**src/verilog/pas_pkg.sv**
```systemverilog
// Purpose: constants, types and register map of the process alarm sequencer
// Assumes: 40 MHz system clock, one-second tick derived from it
// Notes: registers are 32-bit words on byte addresses, narrower data in the low bits
// How it works
// - high alarm sets at setpoint, clears below setpoint minus hysteresis.
// - delay per channel 0..3600 seconds, zero activates at once.
// - output activates after uninterrupted delay; any break restarts the wait.
// - annunciator flashes while delay runs, steady once output active.
// - display alternation only while output active, not during delay or silence.
// - silence 0..3600 seconds; nonzero makes program button accept alarms.
// - accept drops output for silence time, then reactivates if condition holds.
// - annunciator flashes during silence until expiry or condition clears.
// - display alternates value and active tags, both tags in turn.
// - program plus up opens setpoint menu only when menu enabled.
// - four-digit code; all zeros means setpoint prompt directly.
// - after reset, setpoint menu disabled and code all zeros.
// - with code set, prompt, digit entry, exit shows setpoint prompt if match.
// - wrong code or twenty idle seconds returns to display mode.
// - up/down toggle setpoint prompts; exit returns to prompt, again to display.
// - one digit edited at a time; up/down change, program advances, exit stores.
// - bar format lights below low, above high setpoint, value as single bar.
// - value bar flashes when adjacent to either setpoint region.
// - value reaching a setpoint flashes that alarm's whole region.
// - bar format needs low first, high second, first below second, else scale flash.
// - per-channel enable turns alarm off without touching other parameters.
// - each channel selects high or low comparison direction.
// - output sense sets non-alarm switch state; alarm takes the opposite.
// - condition begins when value equals setpoint from the selected side.
package pas_pkg;
	localparam int unsigned PAS_CLK_HZ = 40_000_000;
	localparam int unsigned PAS_TICK_S = 1;
	localparam int unsigned PAS_TICK_CYC = PAS_TICK_S * PAS_CLK_HZ;
	localparam logic [11:0] PAS_MAX_SEC = 12'he10;
	localparam logic [11:0] PAS_MENU_TIMEOUT_S = 12'h014;
	localparam int unsigned PAS_BAR_SHIFT = 9;
	localparam int unsigned PAS_BAR_SEGS = 32;
	// register byte offsets
	localparam logic [7:0] PAS_REG_CTRL = 8'h00;
	localparam logic [7:0] PAS_REG_SP1 = 8'h04;
	localparam logic [7:0] PAS_REG_SP2 = 8'h08;
	localparam logic [7:0] PAS_REG_HYST1 = 8'h0c;
	localparam logic [7:0] PAS_REG_HYST2 = 8'h10;
	localparam logic [7:0] PAS_REG_DLY1 = 8'h14;
	localparam logic [7:0] PAS_REG_DLY2 = 8'h18;
	localparam logic [7:0] PAS_REG_SIL1 = 8'h1c;
	localparam logic [7:0] PAS_REG_SIL2 = 8'h20;
	localparam logic [7:0] PAS_REG_CODE = 8'h24;
	localparam logic [7:0] PAS_REG_BARZ = 8'h28;
	localparam logic [7:0] PAS_REG_STAT = 8'h2c;
	// control register fields; channel c uses bits 4*c .. 4*c+2
	localparam int unsigned PAS_CH_STRIDE = 4;
	localparam int unsigned PAS_B_EN = 0;
	localparam int unsigned PAS_B_HIGH = 1;
	localparam int unsigned PAS_B_NC = 2;
	localparam int unsigned PAS_B_FLASH = 8;
	localparam int unsigned PAS_B_ACCESS = 9;
	localparam int unsigned PAS_B_BARFMT = 10;
	localparam logic [31:0] PAS_CTRL_RST = 32'h0000_0000;
	localparam logic [15:0] PAS_CODE_RST = 16'h0000;
	// button pins
	localparam int unsigned PAS_BTN_PROG = 0;
	localparam int unsigned PAS_BTN_UP = 1;
	localparam int unsigned PAS_BTN_DOWN = 2;
	localparam int unsigned PAS_BTN_EXIT = 3;
	localparam logic [1:0] PAS_SHOW_VALUE = 2'h0;
	localparam logic [1:0] PAS_SHOW_TAG1 = 2'h1;
	localparam logic [1:0] PAS_SHOW_TAG2 = 2'h2;
	localparam logic [1:0] PAS_DIGIT_TOP = 2'h3;

	typedef enum logic [3:0] {
		CH_IDLE = 4'h1,
		CH_DELAY = 4'h2,
		CH_ACTIVE = 4'h4,
		CH_SILENCE = 4'h8
	} pas_ch_state_t;

	typedef enum logic [4:0] {
		M_DISP = 5'h01,
		M_CODE = 5'h02,
		M_CODE_ED = 5'h04,
		M_SPSEL = 5'h08,
		M_SP_ED = 5'h10
	} pas_menu_t;

	typedef struct packed {
		logic en;
		logic high;
		logic nc;
		logic signed [15:0] sp;
		logic [15:0] hyst;
		logic [11:0] dly;
		logic [11:0] silence_time;
	} pas_chan_cfg_t;
endpackage

```
**src/verilog/pas_top.sv**
```systemverilog
// Purpose: two-channel process alarm sequencer with setpoint menu and bargraph
// Assumes: display value comes from logic on sys_clk_i; buttons are raw pins, active high
// Notes: registers answer with exactly one wait cycle
`timescale 1ns/1ps
`default_nettype none
module pas_top import pas_pkg::*; #(
	parameter int unsigned TICK_CYCLES = PAS_TICK_CYC
) (
	// clock and reset
	input wire logic sys_clk_i,
	input wire logic sys_rst_i,
	// avalon-mm slave
	input wire logic [7:0] avs_address_i,
	input wire logic avs_read_i,
	input wire logic avs_write_i,
	input wire logic [31:0] avs_writedata_i,
	output var logic [31:0] avs_readdata_o,
	output var logic avs_waitrequest_o,
	// process value and front panel
	input wire logic signed [15:0] display_value_i,
	input wire logic [3:0] button_i,
	// alarm outputs and indications
	output var logic [1:0] alarm_switch_o,
	output var logic [1:0] annunciator_o,
	output var logic [1:0] display_sel_o,
	output var logic [4:0] menu_state_o,
	output var logic [1:0] menu_digit_o,
	output var logic [15:0] menu_value_o,
	output var logic [31:0] bar_seg_o,
	output var logic bar_scale_flash_o
);
	function automatic logic [11:0] clamp_sec(input logic [31:0] d);
		clamp_sec = (d[31:12] != 20'h0 || d[11:0] > PAS_MAX_SEC) ? PAS_MAX_SEC : d[11:0];
	endfunction

	function automatic logic [15:0] pow10(input logic [1:0] d);
		case (d)
			2'h0: pow10 = 16'h0001;
			2'h1: pow10 = 16'h000a;
			2'h2: pow10 = 16'h0064;
			default: pow10 = 16'h03e8;
		endcase
	endfunction

	function automatic logic [15:0] bcd_step(input logic [15:0] v, input logic [1:0] d, input logic up);
		logic [3:0] n;
		logic [15:0] r;
		r = v;
		n = v[4*d +: 4];
		if (up) begin
			n = (n >= 4'h9) ? 4'h0 : n + 4'h1;
		end else begin
			n = (n == 4'h0 || n > 4'h9) ? 4'h9 : n - 4'h1;
		end
		r[4*d +: 4] = n;
		bcd_step = r;
	endfunction

	function automatic logic [4:0] seg_of(input logic signed [15:0] v, input logic signed [15:0] z);
		logic signed [16:0] diff;
		logic [16:0] sh;
		diff = 17'(v) - 17'(z);
		sh = 17'(diff >>> PAS_BAR_SHIFT);
		if (diff < 0) begin
			seg_of = 5'h00;
		end else if (sh > 17'(PAS_BAR_SEGS - 1)) begin
			seg_of = 5'h1f;
		end else begin
			seg_of = sh[4:0];
		end
	endfunction

	// shared state
	logic [31:0] ctrl_r;
	logic [15:0] code_r;
	logic signed [15:0] bar_zero_r;
	pas_chan_cfg_t cfg [2];
	logic [1:0] ch_en, ch_high, ch_nc;
	logic signed [15:0] ch_sp [2];
	logic [15:0] ch_hyst [2];
	logic [11:0] ch_dly [2];
	logic [11:0] ch_sil [2];
	pas_ch_state_t st_r [2];
	logic [11:0] sec_r [2];
	logic [1:0] cond_r;
	pas_menu_t menu_r;
	logic sel_r;
	logic [15:0] entry_r;
	logic signed [15:0] edit_r;
	logic [11:0] idle_r;
	logic [25:0] tick_cnt_r;
	logic tick_r, blink_r;
	logic [1:0] step_r;
	logic [3:0] btn_s1_r, btn_s2_r, btn_prev_r;
	logic [3:0] press;
	logic bus_wr, any_press, combo, accept, sp_store, bar_valid;
	logic [31:0] rd_mux;

	always_comb begin
		for (int c = 0; c < 2; c++) begin
			ch_en[c] = ctrl_r[PAS_CH_STRIDE*c + PAS_B_EN];
			ch_high[c] = ctrl_r[PAS_CH_STRIDE*c + PAS_B_HIGH];
			ch_nc[c] = ctrl_r[PAS_CH_STRIDE*c + PAS_B_NC];
			cfg[c] = '{en: ch_en[c], high: ch_high[c], nc: ch_nc[c], sp: ch_sp[c], hyst: ch_hyst[c],
				dly: ch_dly[c], silence_time: ch_sil[c]};
		end
	end

	// avalon slave: one wait cycle, then the taking edge
	assign bus_wr = avs_write_i & ~avs_waitrequest_o;
	always_ff @(posedge sys_clk_i or posedge sys_rst_i) begin
		if (sys_rst_i) begin
			avs_waitrequest_o <= 1'b1;
		end else begin
			avs_waitrequest_o <= ~((avs_read_i | avs_write_i) & avs_waitrequest_o);
		end
	end

	always_comb begin
		rd_mux = 32'h0000_0000;
		case (avs_address_i)
			PAS_REG_CTRL: rd_mux = ctrl_r;
			PAS_REG_SP1: rd_mux = 32'(unsigned'(cfg[0].sp));
			PAS_REG_SP2: rd_mux = 32'(unsigned'(cfg[1].sp));
			PAS_REG_HYST1: rd_mux = 32'(cfg[0].hyst);
			PAS_REG_HYST2: rd_mux = 32'(cfg[1].hyst);
			PAS_REG_DLY1: rd_mux = 32'(cfg[0].dly);
			PAS_REG_DLY2: rd_mux = 32'(cfg[1].dly);
			PAS_REG_SIL1: rd_mux = 32'(cfg[0].silence_time);
			PAS_REG_SIL2: rd_mux = 32'(cfg[1].silence_time);
			PAS_REG_CODE: rd_mux = 32'(code_r);
			PAS_REG_BARZ: rd_mux = 32'(unsigned'(bar_zero_r));
			PAS_REG_STAT: rd_mux = {17'h0, menu_r, cond_r, st_r[1], st_r[0]};
			default: rd_mux = 32'h0000_0000;
		endcase
	end

	always_ff @(posedge sys_clk_i or posedge sys_rst_i) begin
		if (sys_rst_i) begin
			avs_readdata_o <= 32'h0000_0000;
		end else if (avs_read_i & avs_waitrequest_o) begin
			avs_readdata_o <= rd_mux;
		end
	end

	// configuration; a bus write wins over a menu store in the same cycle
	assign sp_store = (menu_r == M_SP_ED) & press[PAS_BTN_EXIT];
	always_ff @(posedge sys_clk_i or posedge sys_rst_i) begin
		if (sys_rst_i) begin
			ctrl_r <= PAS_CTRL_RST;
			code_r <= PAS_CODE_RST;
			bar_zero_r <= 16'sh0000;
			for (int c = 0; c < 2; c++) begin
				ch_sp[c] <= 16'sh0000;
				ch_hyst[c] <= 16'h0000;
				ch_dly[c] <= 12'h000;
				ch_sil[c] <= 12'h000;
			end
		end else if (bus_wr) begin
			case (avs_address_i)
				PAS_REG_CTRL: ctrl_r <= avs_writedata_i;
				PAS_REG_SP1: ch_sp[0] <= avs_writedata_i[15:0];
				PAS_REG_SP2: ch_sp[1] <= avs_writedata_i[15:0];
				PAS_REG_HYST1: ch_hyst[0] <= avs_writedata_i[15:0];
				PAS_REG_HYST2: ch_hyst[1] <= avs_writedata_i[15:0];
				PAS_REG_DLY1: ch_dly[0] <= clamp_sec(avs_writedata_i);
				PAS_REG_DLY2: ch_dly[1] <= clamp_sec(avs_writedata_i);
				PAS_REG_SIL1: ch_sil[0] <= clamp_sec(avs_writedata_i);
				PAS_REG_SIL2: ch_sil[1] <= clamp_sec(avs_writedata_i);
				PAS_REG_CODE: code_r <= avs_writedata_i[15:0];
				PAS_REG_BARZ: bar_zero_r <= avs_writedata_i[15:0];
				default: ;
			endcase
		end else if (sp_store) begin
			ch_sp[sel_r] <= edit_r;
		end
	end

	// one-second tick shared by all timers
	always_ff @(posedge sys_clk_i or posedge sys_rst_i) begin
		if (sys_rst_i) begin
			tick_cnt_r <= 26'h0;
			tick_r <= 1'b0;
			blink_r <= 1'b0;
		end else begin
			tick_r <= (tick_cnt_r == 26'(TICK_CYCLES - 1));
			tick_cnt_r <= (tick_cnt_r == 26'(TICK_CYCLES - 1)) ? 26'h0 : tick_cnt_r + 26'h1;
			if (tick_r) begin
				blink_r <= ~blink_r;
			end
		end
	end

	// buttons are asynchronous pins
	always_ff @(posedge sys_clk_i or posedge sys_rst_i) begin
		if (sys_rst_i) begin
			btn_s1_r <= 4'h0;
			btn_s2_r <= 4'h0;
			btn_prev_r <= 4'h0;
		end else begin
			btn_s1_r <= button_i;
			btn_s2_r <= btn_s1_r;
			btn_prev_r <= btn_s2_r;
		end
	end
	assign press = btn_s2_r & ~btn_prev_r;
	assign any_press = |press;
	assign combo = btn_s2_r[PAS_BTN_PROG] & btn_s2_r[PAS_BTN_UP] & (press[PAS_BTN_PROG] | press[PAS_BTN_UP]);
	// a program press with up held is a menu request, never an accept
	assign accept = (menu_r == M_DISP) & press[PAS_BTN_PROG] & ~btn_s2_r[PAS_BTN_UP];

	// condition with hysteresis
	always_ff @(posedge sys_clk_i or posedge sys_rst_i) begin
		if (sys_rst_i) begin
			cond_r <= 2'b00;
		end else begin
			for (int c = 0; c < 2; c++) begin
				if (!cfg[c].en) begin
					cond_r[c] <= 1'b0;
				end else if (cfg[c].high) begin
					if (display_value_i >= cfg[c].sp) begin
						cond_r[c] <= 1'b1;
					end else if (17'(display_value_i) < 17'(cfg[c].sp) - 17'(signed'({1'b0, cfg[c].hyst}))) begin
						cond_r[c] <= 1'b0;
					end
				end else begin
					if (display_value_i <= cfg[c].sp) begin
						cond_r[c] <= 1'b1;
					end else if (17'(display_value_i) > 17'(cfg[c].sp) + 17'(signed'({1'b0, cfg[c].hyst}))) begin
						cond_r[c] <= 1'b0;
					end
				end
			end
		end
	end

	// per-channel delay and silence sequencing
	always_ff @(posedge sys_clk_i or posedge sys_rst_i) begin
		if (sys_rst_i) begin
			for (int c = 0; c < 2; c++) begin
				st_r[c] <= CH_IDLE;
				sec_r[c] <= 12'h000;
			end
		end else begin
			for (int c = 0; c < 2; c++) begin
				case (st_r[c])
					CH_IDLE: begin
						sec_r[c] <= 12'h000;
						if (cond_r[c]) begin
							st_r[c] <= (cfg[c].dly == 12'h000) ? CH_ACTIVE : CH_DELAY;
						end
					end
					CH_DELAY: begin
						if (!cond_r[c]) begin
							st_r[c] <= CH_IDLE;
						end else if (tick_r) begin
							sec_r[c] <= sec_r[c] + 12'h001;
							if (sec_r[c] + 12'h001 >= cfg[c].dly) begin
								st_r[c] <= CH_ACTIVE;
							end
						end
					end
					CH_ACTIVE: begin
						sec_r[c] <= 12'h000;
						if (!cond_r[c]) begin
							st_r[c] <= CH_IDLE;
						end else if (accept && cfg[c].silence_time != 12'h000) begin
							st_r[c] <= CH_SILENCE;
						end
					end
					CH_SILENCE: begin
						if (!cond_r[c]) begin
							st_r[c] <= CH_IDLE;
						end else if (tick_r) begin
							sec_r[c] <= sec_r[c] + 12'h001;
							if (sec_r[c] + 12'h001 >= cfg[c].silence_time) begin
								st_r[c] <= CH_ACTIVE;
							end
						end
					end
					default: st_r[c] <= CH_IDLE;
				endcase
			end
		end
	end

	// switch, annunciator and display alternation
	always_ff @(posedge sys_clk_i or posedge sys_rst_i) begin
		if (sys_rst_i) begin
			alarm_switch_o <= 2'b00;
			annunciator_o <= 2'b00;
			display_sel_o <= PAS_SHOW_VALUE;
			step_r <= 2'h0;
		end else begin
			for (int c = 0; c < 2; c++) begin
				alarm_switch_o[c] <= (st_r[c] == CH_ACTIVE) ? ~cfg[c].nc : cfg[c].nc;
				case (st_r[c])
					CH_ACTIVE: annunciator_o[c] <= 1'b1;
					CH_DELAY: annunciator_o[c] <= blink_r;
					CH_SILENCE: annunciator_o[c] <= blink_r;
					default: annunciator_o[c] <= 1'b0;
				endcase
			end
			if (tick_r) begin
				step_r <= step_r + 2'h1;
			end
			if (!ctrl_r[PAS_B_FLASH] || (st_r[0] != CH_ACTIVE && st_r[1] != CH_ACTIVE) || !step_r[0]) begin
				display_sel_o <= PAS_SHOW_VALUE;
			end else if (st_r[0] == CH_ACTIVE && st_r[1] == CH_ACTIVE) begin
				display_sel_o <= step_r[1] ? PAS_SHOW_TAG2 : PAS_SHOW_TAG1;
			end else begin
				display_sel_o <= (st_r[0] == CH_ACTIVE) ? PAS_SHOW_TAG1 : PAS_SHOW_TAG2;
			end
		end
	end

	// setpoint access menu
	always_ff @(posedge sys_clk_i or posedge sys_rst_i) begin
		if (sys_rst_i) begin
			menu_r <= M_DISP;
			sel_r <= 1'b0;
			entry_r <= 16'h0000;
			edit_r <= 16'sh0000;
			menu_digit_o <= PAS_DIGIT_TOP;
			idle_r <= 12'h000;
		end else begin
			if (menu_r == M_DISP || any_press) begin
				idle_r <= 12'h000;
			end else if (tick_r) begin
				idle_r <= idle_r + 12'h001;
			end
			case (menu_r)
				M_DISP: begin
					if (combo && ctrl_r[PAS_B_ACCESS]) begin
						sel_r <= 1'b0;
						menu_r <= (code_r == PAS_CODE_RST) ? M_SPSEL : M_CODE;
					end
				end
				M_CODE: begin
					if (press[PAS_BTN_PROG]) begin
						entry_r <= 16'h0000;
						menu_digit_o <= PAS_DIGIT_TOP;
						menu_r <= M_CODE_ED;
					end else if (press[PAS_BTN_EXIT]) begin
						menu_r <= M_DISP;
					end
				end
				M_CODE_ED: begin
					if (press[PAS_BTN_UP] || press[PAS_BTN_DOWN]) begin
						entry_r <= bcd_step(entry_r, menu_digit_o, press[PAS_BTN_UP]);
					end else if (press[PAS_BTN_PROG]) begin
						menu_digit_o <= menu_digit_o - 2'h1;
					end else if (press[PAS_BTN_EXIT]) begin
						menu_r <= (entry_r == code_r) ? M_SPSEL : M_DISP;
					end
				end
				M_SPSEL: begin
					if (press[PAS_BTN_UP] || press[PAS_BTN_DOWN]) begin
						sel_r <= ~sel_r;
					end else if (press[PAS_BTN_PROG]) begin
						edit_r <= cfg[sel_r].sp;
						menu_digit_o <= PAS_DIGIT_TOP;
						menu_r <= M_SP_ED;
					end else if (press[PAS_BTN_EXIT]) begin
						menu_r <= M_DISP;
					end
				end
				M_SP_ED: begin
					if (press[PAS_BTN_UP]) begin
						edit_r <= edit_r + signed'(pow10(menu_digit_o));
					end else if (press[PAS_BTN_DOWN]) begin
						edit_r <= edit_r - signed'(pow10(menu_digit_o));
					end else if (press[PAS_BTN_PROG]) begin
						menu_digit_o <= menu_digit_o - 2'h1;
					end else if (press[PAS_BTN_EXIT]) begin
						menu_r <= M_SPSEL;
					end
				end
				default: menu_r <= M_DISP;
			endcase
			if (menu_r != M_DISP && !any_press && idle_r >= PAS_MENU_TIMEOUT_S) begin
				menu_r <= M_DISP;
			end
		end
	end
	assign menu_state_o = menu_r;

	always_ff @(posedge sys_clk_i or posedge sys_rst_i) begin
		if (sys_rst_i) begin
			menu_value_o <= 16'h0000;
		end else begin
			menu_value_o <= (menu_r == M_SP_ED) ? edit_r : entry_r;
		end
	end

	// bargraph
	assign bar_valid = !cfg[0].high && cfg[1].high && (cfg[0].sp < cfg[1].sp);
	always_ff @(posedge sys_clk_i or posedge sys_rst_i) begin
		if (sys_rst_i) begin
			bar_seg_o <= 32'h0000_0000;
			bar_scale_flash_o <= 1'b0;
		end else begin
			for (int i = 0; i < PAS_BAR_SEGS; i++) begin
				if (!ctrl_r[PAS_B_BARFMT]) begin
					bar_seg_o[i] <= (5'(i) <= seg_of(display_value_i, bar_zero_r));
				end else if (!bar_valid) begin
					bar_seg_o[i] <= 1'b0;
				end else if (5'(i) < seg_of(cfg[0].sp, bar_zero_r)) begin
					bar_seg_o[i] <= ~cond_r[0] | blink_r;
				end else if (5'(i) > seg_of(cfg[1].sp, bar_zero_r)) begin
					bar_seg_o[i] <= ~cond_r[1] | blink_r;
				end else if (5'(i) == seg_of(display_value_i, bar_zero_r)) begin
					if (5'(i) == seg_of(cfg[0].sp, bar_zero_r) || 5'(i) == seg_of(cfg[1].sp, bar_zero_r)) begin
						bar_seg_o[i] <= blink_r;
					end else begin
						bar_seg_o[i] <= 1'b1;
					end
				end else begin
					bar_seg_o[i] <= 1'b0;
				end
			end
			bar_scale_flash_o <= ctrl_r[PAS_B_BARFMT] & ~bar_valid & blink_r;
		end
	end
endmodule
`default_nettype wire
```
**config.mk**
```make
export PLATFORM = sky130hd
export DESIGN_NAME = pas_top
export DESIGN_NICKNAME = d
export VERILOG_FILES = /design/src/verilog/pas_pkg.sv /design/src/verilog/pas_top.sv
export SDC_FILE = /design/constraint.sdc
export NUM_CORES = 2
export LEC_CHECK = 0
export BUFFER_PORTS_ARGS = -buffer_cell sky130_fd_sc_hd__clkbuf_2
export CAP_MARGIN = 20
export CORE_UTILIZATION = 55
export CTS_BUF_LIST = sky130_fd_sc_hd__clkbuf_16
export CTS_CLUSTER_DIAMETER = 30
export DETAILED_ROUTE_END_ITERATION = 10
export GPL_TIMING_DRIVEN = 0
export HOLD_SLACK_MARGIN = 0.02
export PLACE_DENSITY_LB_ADDON = 0.12
export SLEW_MARGIN = 20
export SYNTH_ARGS = -nofsm -noshare
export SYNTH_HDL_FRONTEND = slang
export SYNTH_SLANG_ARGS = --single-unit
```
**constraint.sdc**
```tcl
create_clock -name sys_clk_i -period 18.4 [get_ports sys_clk_i]
set_input_delay 2.76 -clock sys_clk_i [delete_from_list [all_inputs] [get_ports sys_clk_i]]
set_output_delay 2.76 -clock sys_clk_i [all_outputs]
set_load 0.05 [all_outputs]
```
After elaboration in Yosys (flattened, before gate mapping)
Cells that the tools add are included.
{"block": "totals", "register_bits": 392, "latchBits": 0, "ram_bits": 0, "mem_bits_ro": 0, "inputBits": 64, "out_inout_bits": 95, "wordCells": 1326, "n_memories": 0}
{"block": "classes", "add_sub_neg": 18, "multipliers": 0, "div_mod_pow": 0, "n_lt_le_gt_ge": 121, "eq_ne": 165, "shift": 3, "mux": 855, "bitwise_logic": 27, "reduce_logical": 99}
{"cell": "$mux 5", "n": 566}
{"cell": "$pmux 32 s12", "n": 1}
{"cell": "$eq 5x5->1 const A", "n": 48}
{"cell": "$mux 16", "n": 15}
{"cell": "$mux 1", "n": 208}
{"cell": "$mux 56", "n": 3}
{"cell": "$eq 4x5->1 const A", "n": 24}
{"cell": "$mux 4", "n": 25}
{"cell": "$mux 12", "n": 7}
{"cell": "$gt 5x5->1 const A", "n": 16}
{"cell": "$le 5x5->1 const A", "n": 16}
{"cell": "$lt 5x5->1 const A", "n": 16}
{"cell": "$mux 32", "n": 2}
{"cell": "$pmux 16 s2", "n": 2}
{"cell": "$eq 3x5->1 const A", "n": 12}
{"cell": "$gt 17x5->1 const B", "n": 3}
{"cell": "$lt 17x1->1 const B", "n": 3}
{"cell": "$sub 16x16->17", "n": 3}
{"cell": "$ge 12x12->1", "n": 4}
{"cell": "$pmux 12 s2", "n": 2}
{"cell": "$ne 3x3->1 const B", "n": 15}
{"cell": "$gt 4x5->1 const A", "n": 8}
{"cell": "$le 4x5->1 const A", "n": 8}
{"cell": "$lt 4x5->1 const A", "n": 8}
{"cell": "99 further kinds", "n": 273}

Logic depth before layout (Yosys ltp)
{"block": "logic_depth", "depth_word": 29, "mapped_depth": 21}

Worst setup path before layout
Ideal clock, no wire load.
{"block": "synth_path", "path_kind": "input to register", "from": "in display_value_i[10]", "to": "reg bar_seg_o[6]", "setup_time_ns": 0.122, "arrival_time_ns": 5.679, "t_required_ns": 18.278, "slack_ns": 12.600, "path_stages": 11, "n_path_buf": 0, "cell_sequence": "ha_1 -> nand3_1 -> or3_1 -> o31a_1 -> a211oi_1 -> o21ai_0 -> a2111oi_0 -> or2_2 -> a21oi_2 -> or4_1 -> a32o_1"}
{"block": "synth_between", "elab_chain_len": 14}
{"element": "from (decl)", "line": "pas_top.sv:20", "text": "input wire logic signed [15:0] display_value_i,"}
{"element": "$sub 16x16->17 *", "line": "pas_top.sv:62", "text": "diff = 17'(v) - 17'(z);"}
{"element": "$gt 17x5->1", "line": "pas_top.sv:66", "text": "end else if (sh > 17'(PAS_BAR_SEGS - 1)) begin"}
{"element": "$mux 5", "line": "pas_top.sv:66"}
{"element": "$mux 5 *", "line": "pas_top.sv:64", "text": "if (diff < 0) begin"}
{"element": "$mux 5", "line": "pas_top.sv:410", "text": "end else if (5'(i) > seg_of(cfg[1].sp, bar_zero_r)) begin"}
{"element": "$mux 5", "line": "pas_top.sv:408", "text": "end else if (5'(i) < seg_of(cfg[0].sp, bar_zero_r)) begin"}
{"element": "$mux 5", "line": "pas_top.sv:406", "text": "end else if (!bar_valid) begin"}
{"element": "$mux 5", "line": "pas_top.sv:404", "text": "if (!ctrl_r[PAS_B_BARFMT]) begin"}
{"element": "$eq 3x5->1", "line": "pas_top.sv:412", "text": "end else if (5'(i) == seg_of(display_value_i, bar_zero_r)) begin"}
{"element": "$mux 1", "line": "pas_top.sv:412"}
{"element": "$mux 1", "line": "pas_top.sv:410"}
{"element": "$mux 1", "line": "pas_top.sv:408"}
{"element": "$mux 1", "line": "pas_top.sv:406"}
{"element": "$mux 1 *", "line": "pas_top.sv:404"}
{"element": "to (signal, indexed assignment)", "line": "pas_top.sv:405", "text": "bar_seg_o[i] <= (5'(i) <= seg_of(display_value_i, bar_zero_r));"}
{"element": "to (signal, indexed assignment)", "line": "pas_top.sv:409", "text": "bar_seg_o[i] <= ~cond_r[0] | blink_r;"}
{"element": "to (signal, indexed assignment)", "line": "pas_top.sv:411", "text": "bar_seg_o[i] <= ~cond_r[1] | blink_r;"}
{"element": "to (decl)", "line": "pas_top.sv:29", "text": "output var logic [31:0] bar_seg_o,"}
Mark *: on every way between the ends. The rest lies on a longest branch, timed or not. The select of a mux whose other input is x is not followed.
A chain may end at the register's enable or synchronous reset.

Final worst setup path
{"block": "layout_path", "from": "in display_value_i[11]", "to": "reg bar_seg_o[30]"}
{"block": "layout_between", "elab_chain_len": 14}
{"element": "$sub 16x16->17 *", "line": "pas_top.sv:62"}
{"element": "$gt 17x5->1", "line": "pas_top.sv:66"}
{"element": "$mux 5", "line": "pas_top.sv:66"}
{"element": "$mux 5 *", "line": "pas_top.sv:64"}
{"element": "$mux 5", "line": "pas_top.sv:410"}
{"element": "$mux 5", "line": "pas_top.sv:408"}
{"element": "$mux 5", "line": "pas_top.sv:406"}
{"element": "$mux 5", "line": "pas_top.sv:404"}
{"element": "$eq 5x5->1", "line": "pas_top.sv:412"}
{"element": "$mux 1", "line": "pas_top.sv:412"}
{"element": "$mux 1", "line": "pas_top.sv:410"}
{"element": "$mux 1", "line": "pas_top.sv:408"}
{"element": "$mux 1", "line": "pas_top.sv:406"}
{"element": "$mux 1 *", "line": "pas_top.sv:404"}
Marked as above.

==> flow_summary_export.csv <==
group,metric,value,unit
place,detailed_place_hpwl,91100,um
cts,cts_buffer_depth,3,
logic_synthesis,synth-simple-area-share,0.172,
sta,maxSlewHeadroom,0.200,
cts,cts-resized-gates,0,
grt,overflow,0,
sta,hold_ws,346,ps
setup_path,r2r_setup_slack,12880,ps
power,p_leak,15.6,nW
cts,clk_latency,630,ps
floorplanning,core_area,53900,sq um
final_layout,final_common_cell,"dfrtp_1",
routing,drtIter0Drc,3782,
logic_synthesis,avgSynthCellArea,8.69,sq um
setup_path,crit_arrival,7130,ps
logic_synthesis,ys_types,97,
final_layout,final_cell_mix,"386 x dfrtp_1, 352 x nand2_1, 302 x ha_1",
grt,antenna_found_initial,3,
grt,grt_pass1_wl,183000,um
logic_synthesis,yosys.area.top_type_share,0.321,
setup_path,r2r_start,"cfg[99]",
setup_path,critPathMaxFanout,10,
logic_synthesis,syn_inst,3461,
cts,postCtsSetupBuffers,0,
final_layout,design_area,34800,sq um
logic_synthesis,synthTopCellsByArea,"dfrtp_1 32%, ha_1 13%, nand2_1 4.4%",
floorplanning,dieArea,55600,sq um
logic_synthesis,syn_nets,3832,
place,place_area,31800,sq um
routing,wl_per_cell,27.3,um
final_layout,seqCellArea,9820,sq um
routing,wl,122000,um
logic_synthesis,yosys_warnings,0,
grt,grt_max_degree,104,
cts,clock-root-buffer,"clkbuf_16",
place,gp_routability_congestion,1.05,
floorplanning,die_y,236,um
routing,first_pass_iters,7,
logic_synthesis,ys_async_sr_fraction,1.00,
logic_synthesis,synth_xor_area_frac,0.0483,
setup_path,cp_slowest_cell,"nor3_1",
run_status,status,"completed",
setup_path,cp.required,18890,ps
cts,cts_buffers,84,
logic_synthesis,yosysTopAreaCell,"dfrtp_1",
sta,fin_crit,6640,ps
logic_synthesis,synth_area,30100,sq um
setup_path,cp-start-kind,"input pin",
logic_synthesis,synthAdderAreaFrac,0.129,
place,placed_cells,4307,
setup_path,critPathMaxStageDelay,730,ps
final_layout,fillCellCount,4461,
setup_path,cp_top_family,"simple AND/OR/NAND/NOR gates",
min_path,hp-start,"btn_s1_r[1]",
setup_path,reg2reg_depth,20,
place,portBuffers,146,
cts,clk_pin_slew,50,ps
cts,cts_tree,"done",
sta,setup_viol,0,
logic_synthesis,synth-seq-cells,392,
final_layout,utilization,0.645,
sta,timing.fmax,0.151,GHz
sta,worst_slew_pin_slew,1190,ps
cts,h-tree-depth,3,
floorplanning,fp.dieW,236,um
min_path,hold-path-cell-count,0,
sta,setup_tns,0,ps
min_path,hold_end,"btn_s2_r[1]",
sta,period_share,0.361,
routing,ant_nets,0,
sta,hold_viol,0,
grt,track_usage,0.432,
logic_synthesis,ys_seq_area_frac,0.326,
cts,hold_buffers,0,
grt,grt_pass1_vias,29900,
logic_synthesis,synth_top_family_by_area,"compound AO/OA/AOI/OAI gates",
floorplanning,initial_core_util,0.558,
setup_path,critical_path_class,"input pin to flip-flop",
routing,vias,30800,
logic_synthesis,synth_mux_area_frac,0.0437,
logic_synthesis,synth_compound_area_frac,0.235,
final_layout,antenna_cells,0,
setup_path,endpoint_kind,"flip-flop",
floorplanning,num_io_pins,159,
setup_path,crit_path_cell_trace,"clkbuf_2 > ha_1 > buf_1 > nand3_1 > or3_1 > o31ai_1 > a211oi_1 > xnor2_1 > o21ai_1 > nor3_1 > nand4_1 > a221o_1 > o311ai_1",
cts,cts_sinks,392,
min_path,hold_path_class,"flip-flop to flip-flop",
final_layout,fin_cells,4464,
floorplanning,fp-row-count,85,
sta,fin_skew,22.2,ps
final_layout,drive_gt1_frac,0.122,
routing,vias_per_cell,6.90,
setup_path,reg2reg_to,"cond_r[0]",
routing,drc,0,
sta,grt_setup_unrepaired,"false",
power,vdd_drop_max,0.151,mV
run,drv_cap,0,
power,p_per_area,166,nW/um^2
logic_synthesis,synthFlopType,"dfrtp_1",
setup_path,worst-path-buf-inv,2,
sta,slew_violations,0,
final_layout,multi_input_area,18900,sq um
final_layout,syn_to_final_growth,15.7,%
final_layout,nNetsFinal,4068,
logic_synthesis,synth_edf_count,0,
[cells in the mapped netlist (all sizes together), types with 10 or more instances]
| cell | count |
|---|---|
| nor3 | 80 |
| a211o | 12 |
| a22oi | 89 |
| a31oi | 34 |
| xnor2 | 117 |
| inv | 210 |
| clkbuf | 119 |
| nor2b | 33 |
| a2111oi | 20 |
| a21o | 85 |
| a221oi | 22 |
| xor2 | 49 |
| o32ai | 10 |
| mux2i | 12 |
| nor2 | 238 |
| o31a | 10 |
| a211oi | 26 |
| or3 | 22 |
| and3 | 37 |
| a21oi | 210 |
| buf | 30 |
| or2 | 14 |
| o22ai | 16 |
| nor4b | 10 |
| o211ai | 30 |
| ha | 302 |
| nand2 | 352 |
| o31ai | 24 |
| o21bai | 12 |
| a22o | 35 |
| nand4 | 47 |
| nand2b | 40 |
| o21ai | 265 |
| mux2 | 98 |
| and2 | 14 |
| dfrtp | 386 |
| nand3 | 85 |
| nor4 | 49 |
| a41oi | 14 |
| nor3b | 11 |
| o21a | 31 |
[sequential cells by signal, indices dropped and copies added (netlist names), 24 cells and up]
signal          count
cfg               112
ctrl_r             32
sec_r              24
tick_cnt_r         26
bar_seg_o          32
avs_readdata_o     32
[final cells by class]
class                      count  area share
buffer                       149      0.0165
clock buffer                  84      0.0604
clock inverter                73      0.0261
inverter                     212      0.0231
multi-input combinational   2708       0.543
sequential                   392       0.282
tap                          696      0.0250
timing repair buffer         150      0.0235
[cells by family after synthesis]
group | after synthesis
xor+xnor | 166
buf+inv | 361
compound gates | 1050
flops | 392
fa+ha+maj | 307
simple gates | 1071
mux | 114
[power breakdown]
part           total (mW)  internal, mW  switching, mW  leakage, nW
registers            1.09         0.927          0.158         5.28
logic                3.09         0.962           2.13         8.83
clock network        1.60          1.05          0.551         1.46
total                5.77          2.93           2.84         15.6
[per-layer routing]
| metal | global-route usage | up-vias | share of wire | wire [um] |
|---|---|---|---|---|
| met5 | 0 | - | 0.00011 | 13 |
| met4 | 0.236 | 2 | 0.062 | 7590 |
| met3 | 0.118 | 511 | 0.13 | 15300 |
| met2 | 0.655 | 2212 | 0.43 | 52100 |
| met1 | 0.559 | 14800 | 0.38 | 46700 |
| li1 | - | 13300 | - | - |
[metrics by stage]
| stage | total power, mW | worst slack, ps |
|---|---|---|
| after CTS | 5.62 | 11920 |
| after detailed placement | 4.02 | 11280 |
| after floorplan | 3.02 | 4750 |
| after global routing | 5.97 | 11560 |
| after global placement | 4.01 | 1180 |
| final | 5.77 | 11760 |
[worst max-delay path by stage]
stage	start	end	slack [ps]	cells past startpoint
finish	display_value_i[11]	bar_seg_o[30]	11760	13
global route	display_value_i[9]	bar_seg_o[1]	11560	13
CTS	display_value_i[11]	bar_seg_o[26]	11920	12
detailed placement	display_value_i[11]	bar_seg_o[26]	11280	12
global placement	sys_rst_i	cfg[100]	1180	2
floorplan	sys_rst_i	alarm_switch_o[0]	4750	1
Note: power is estimated with default switching activity, not from simulation.
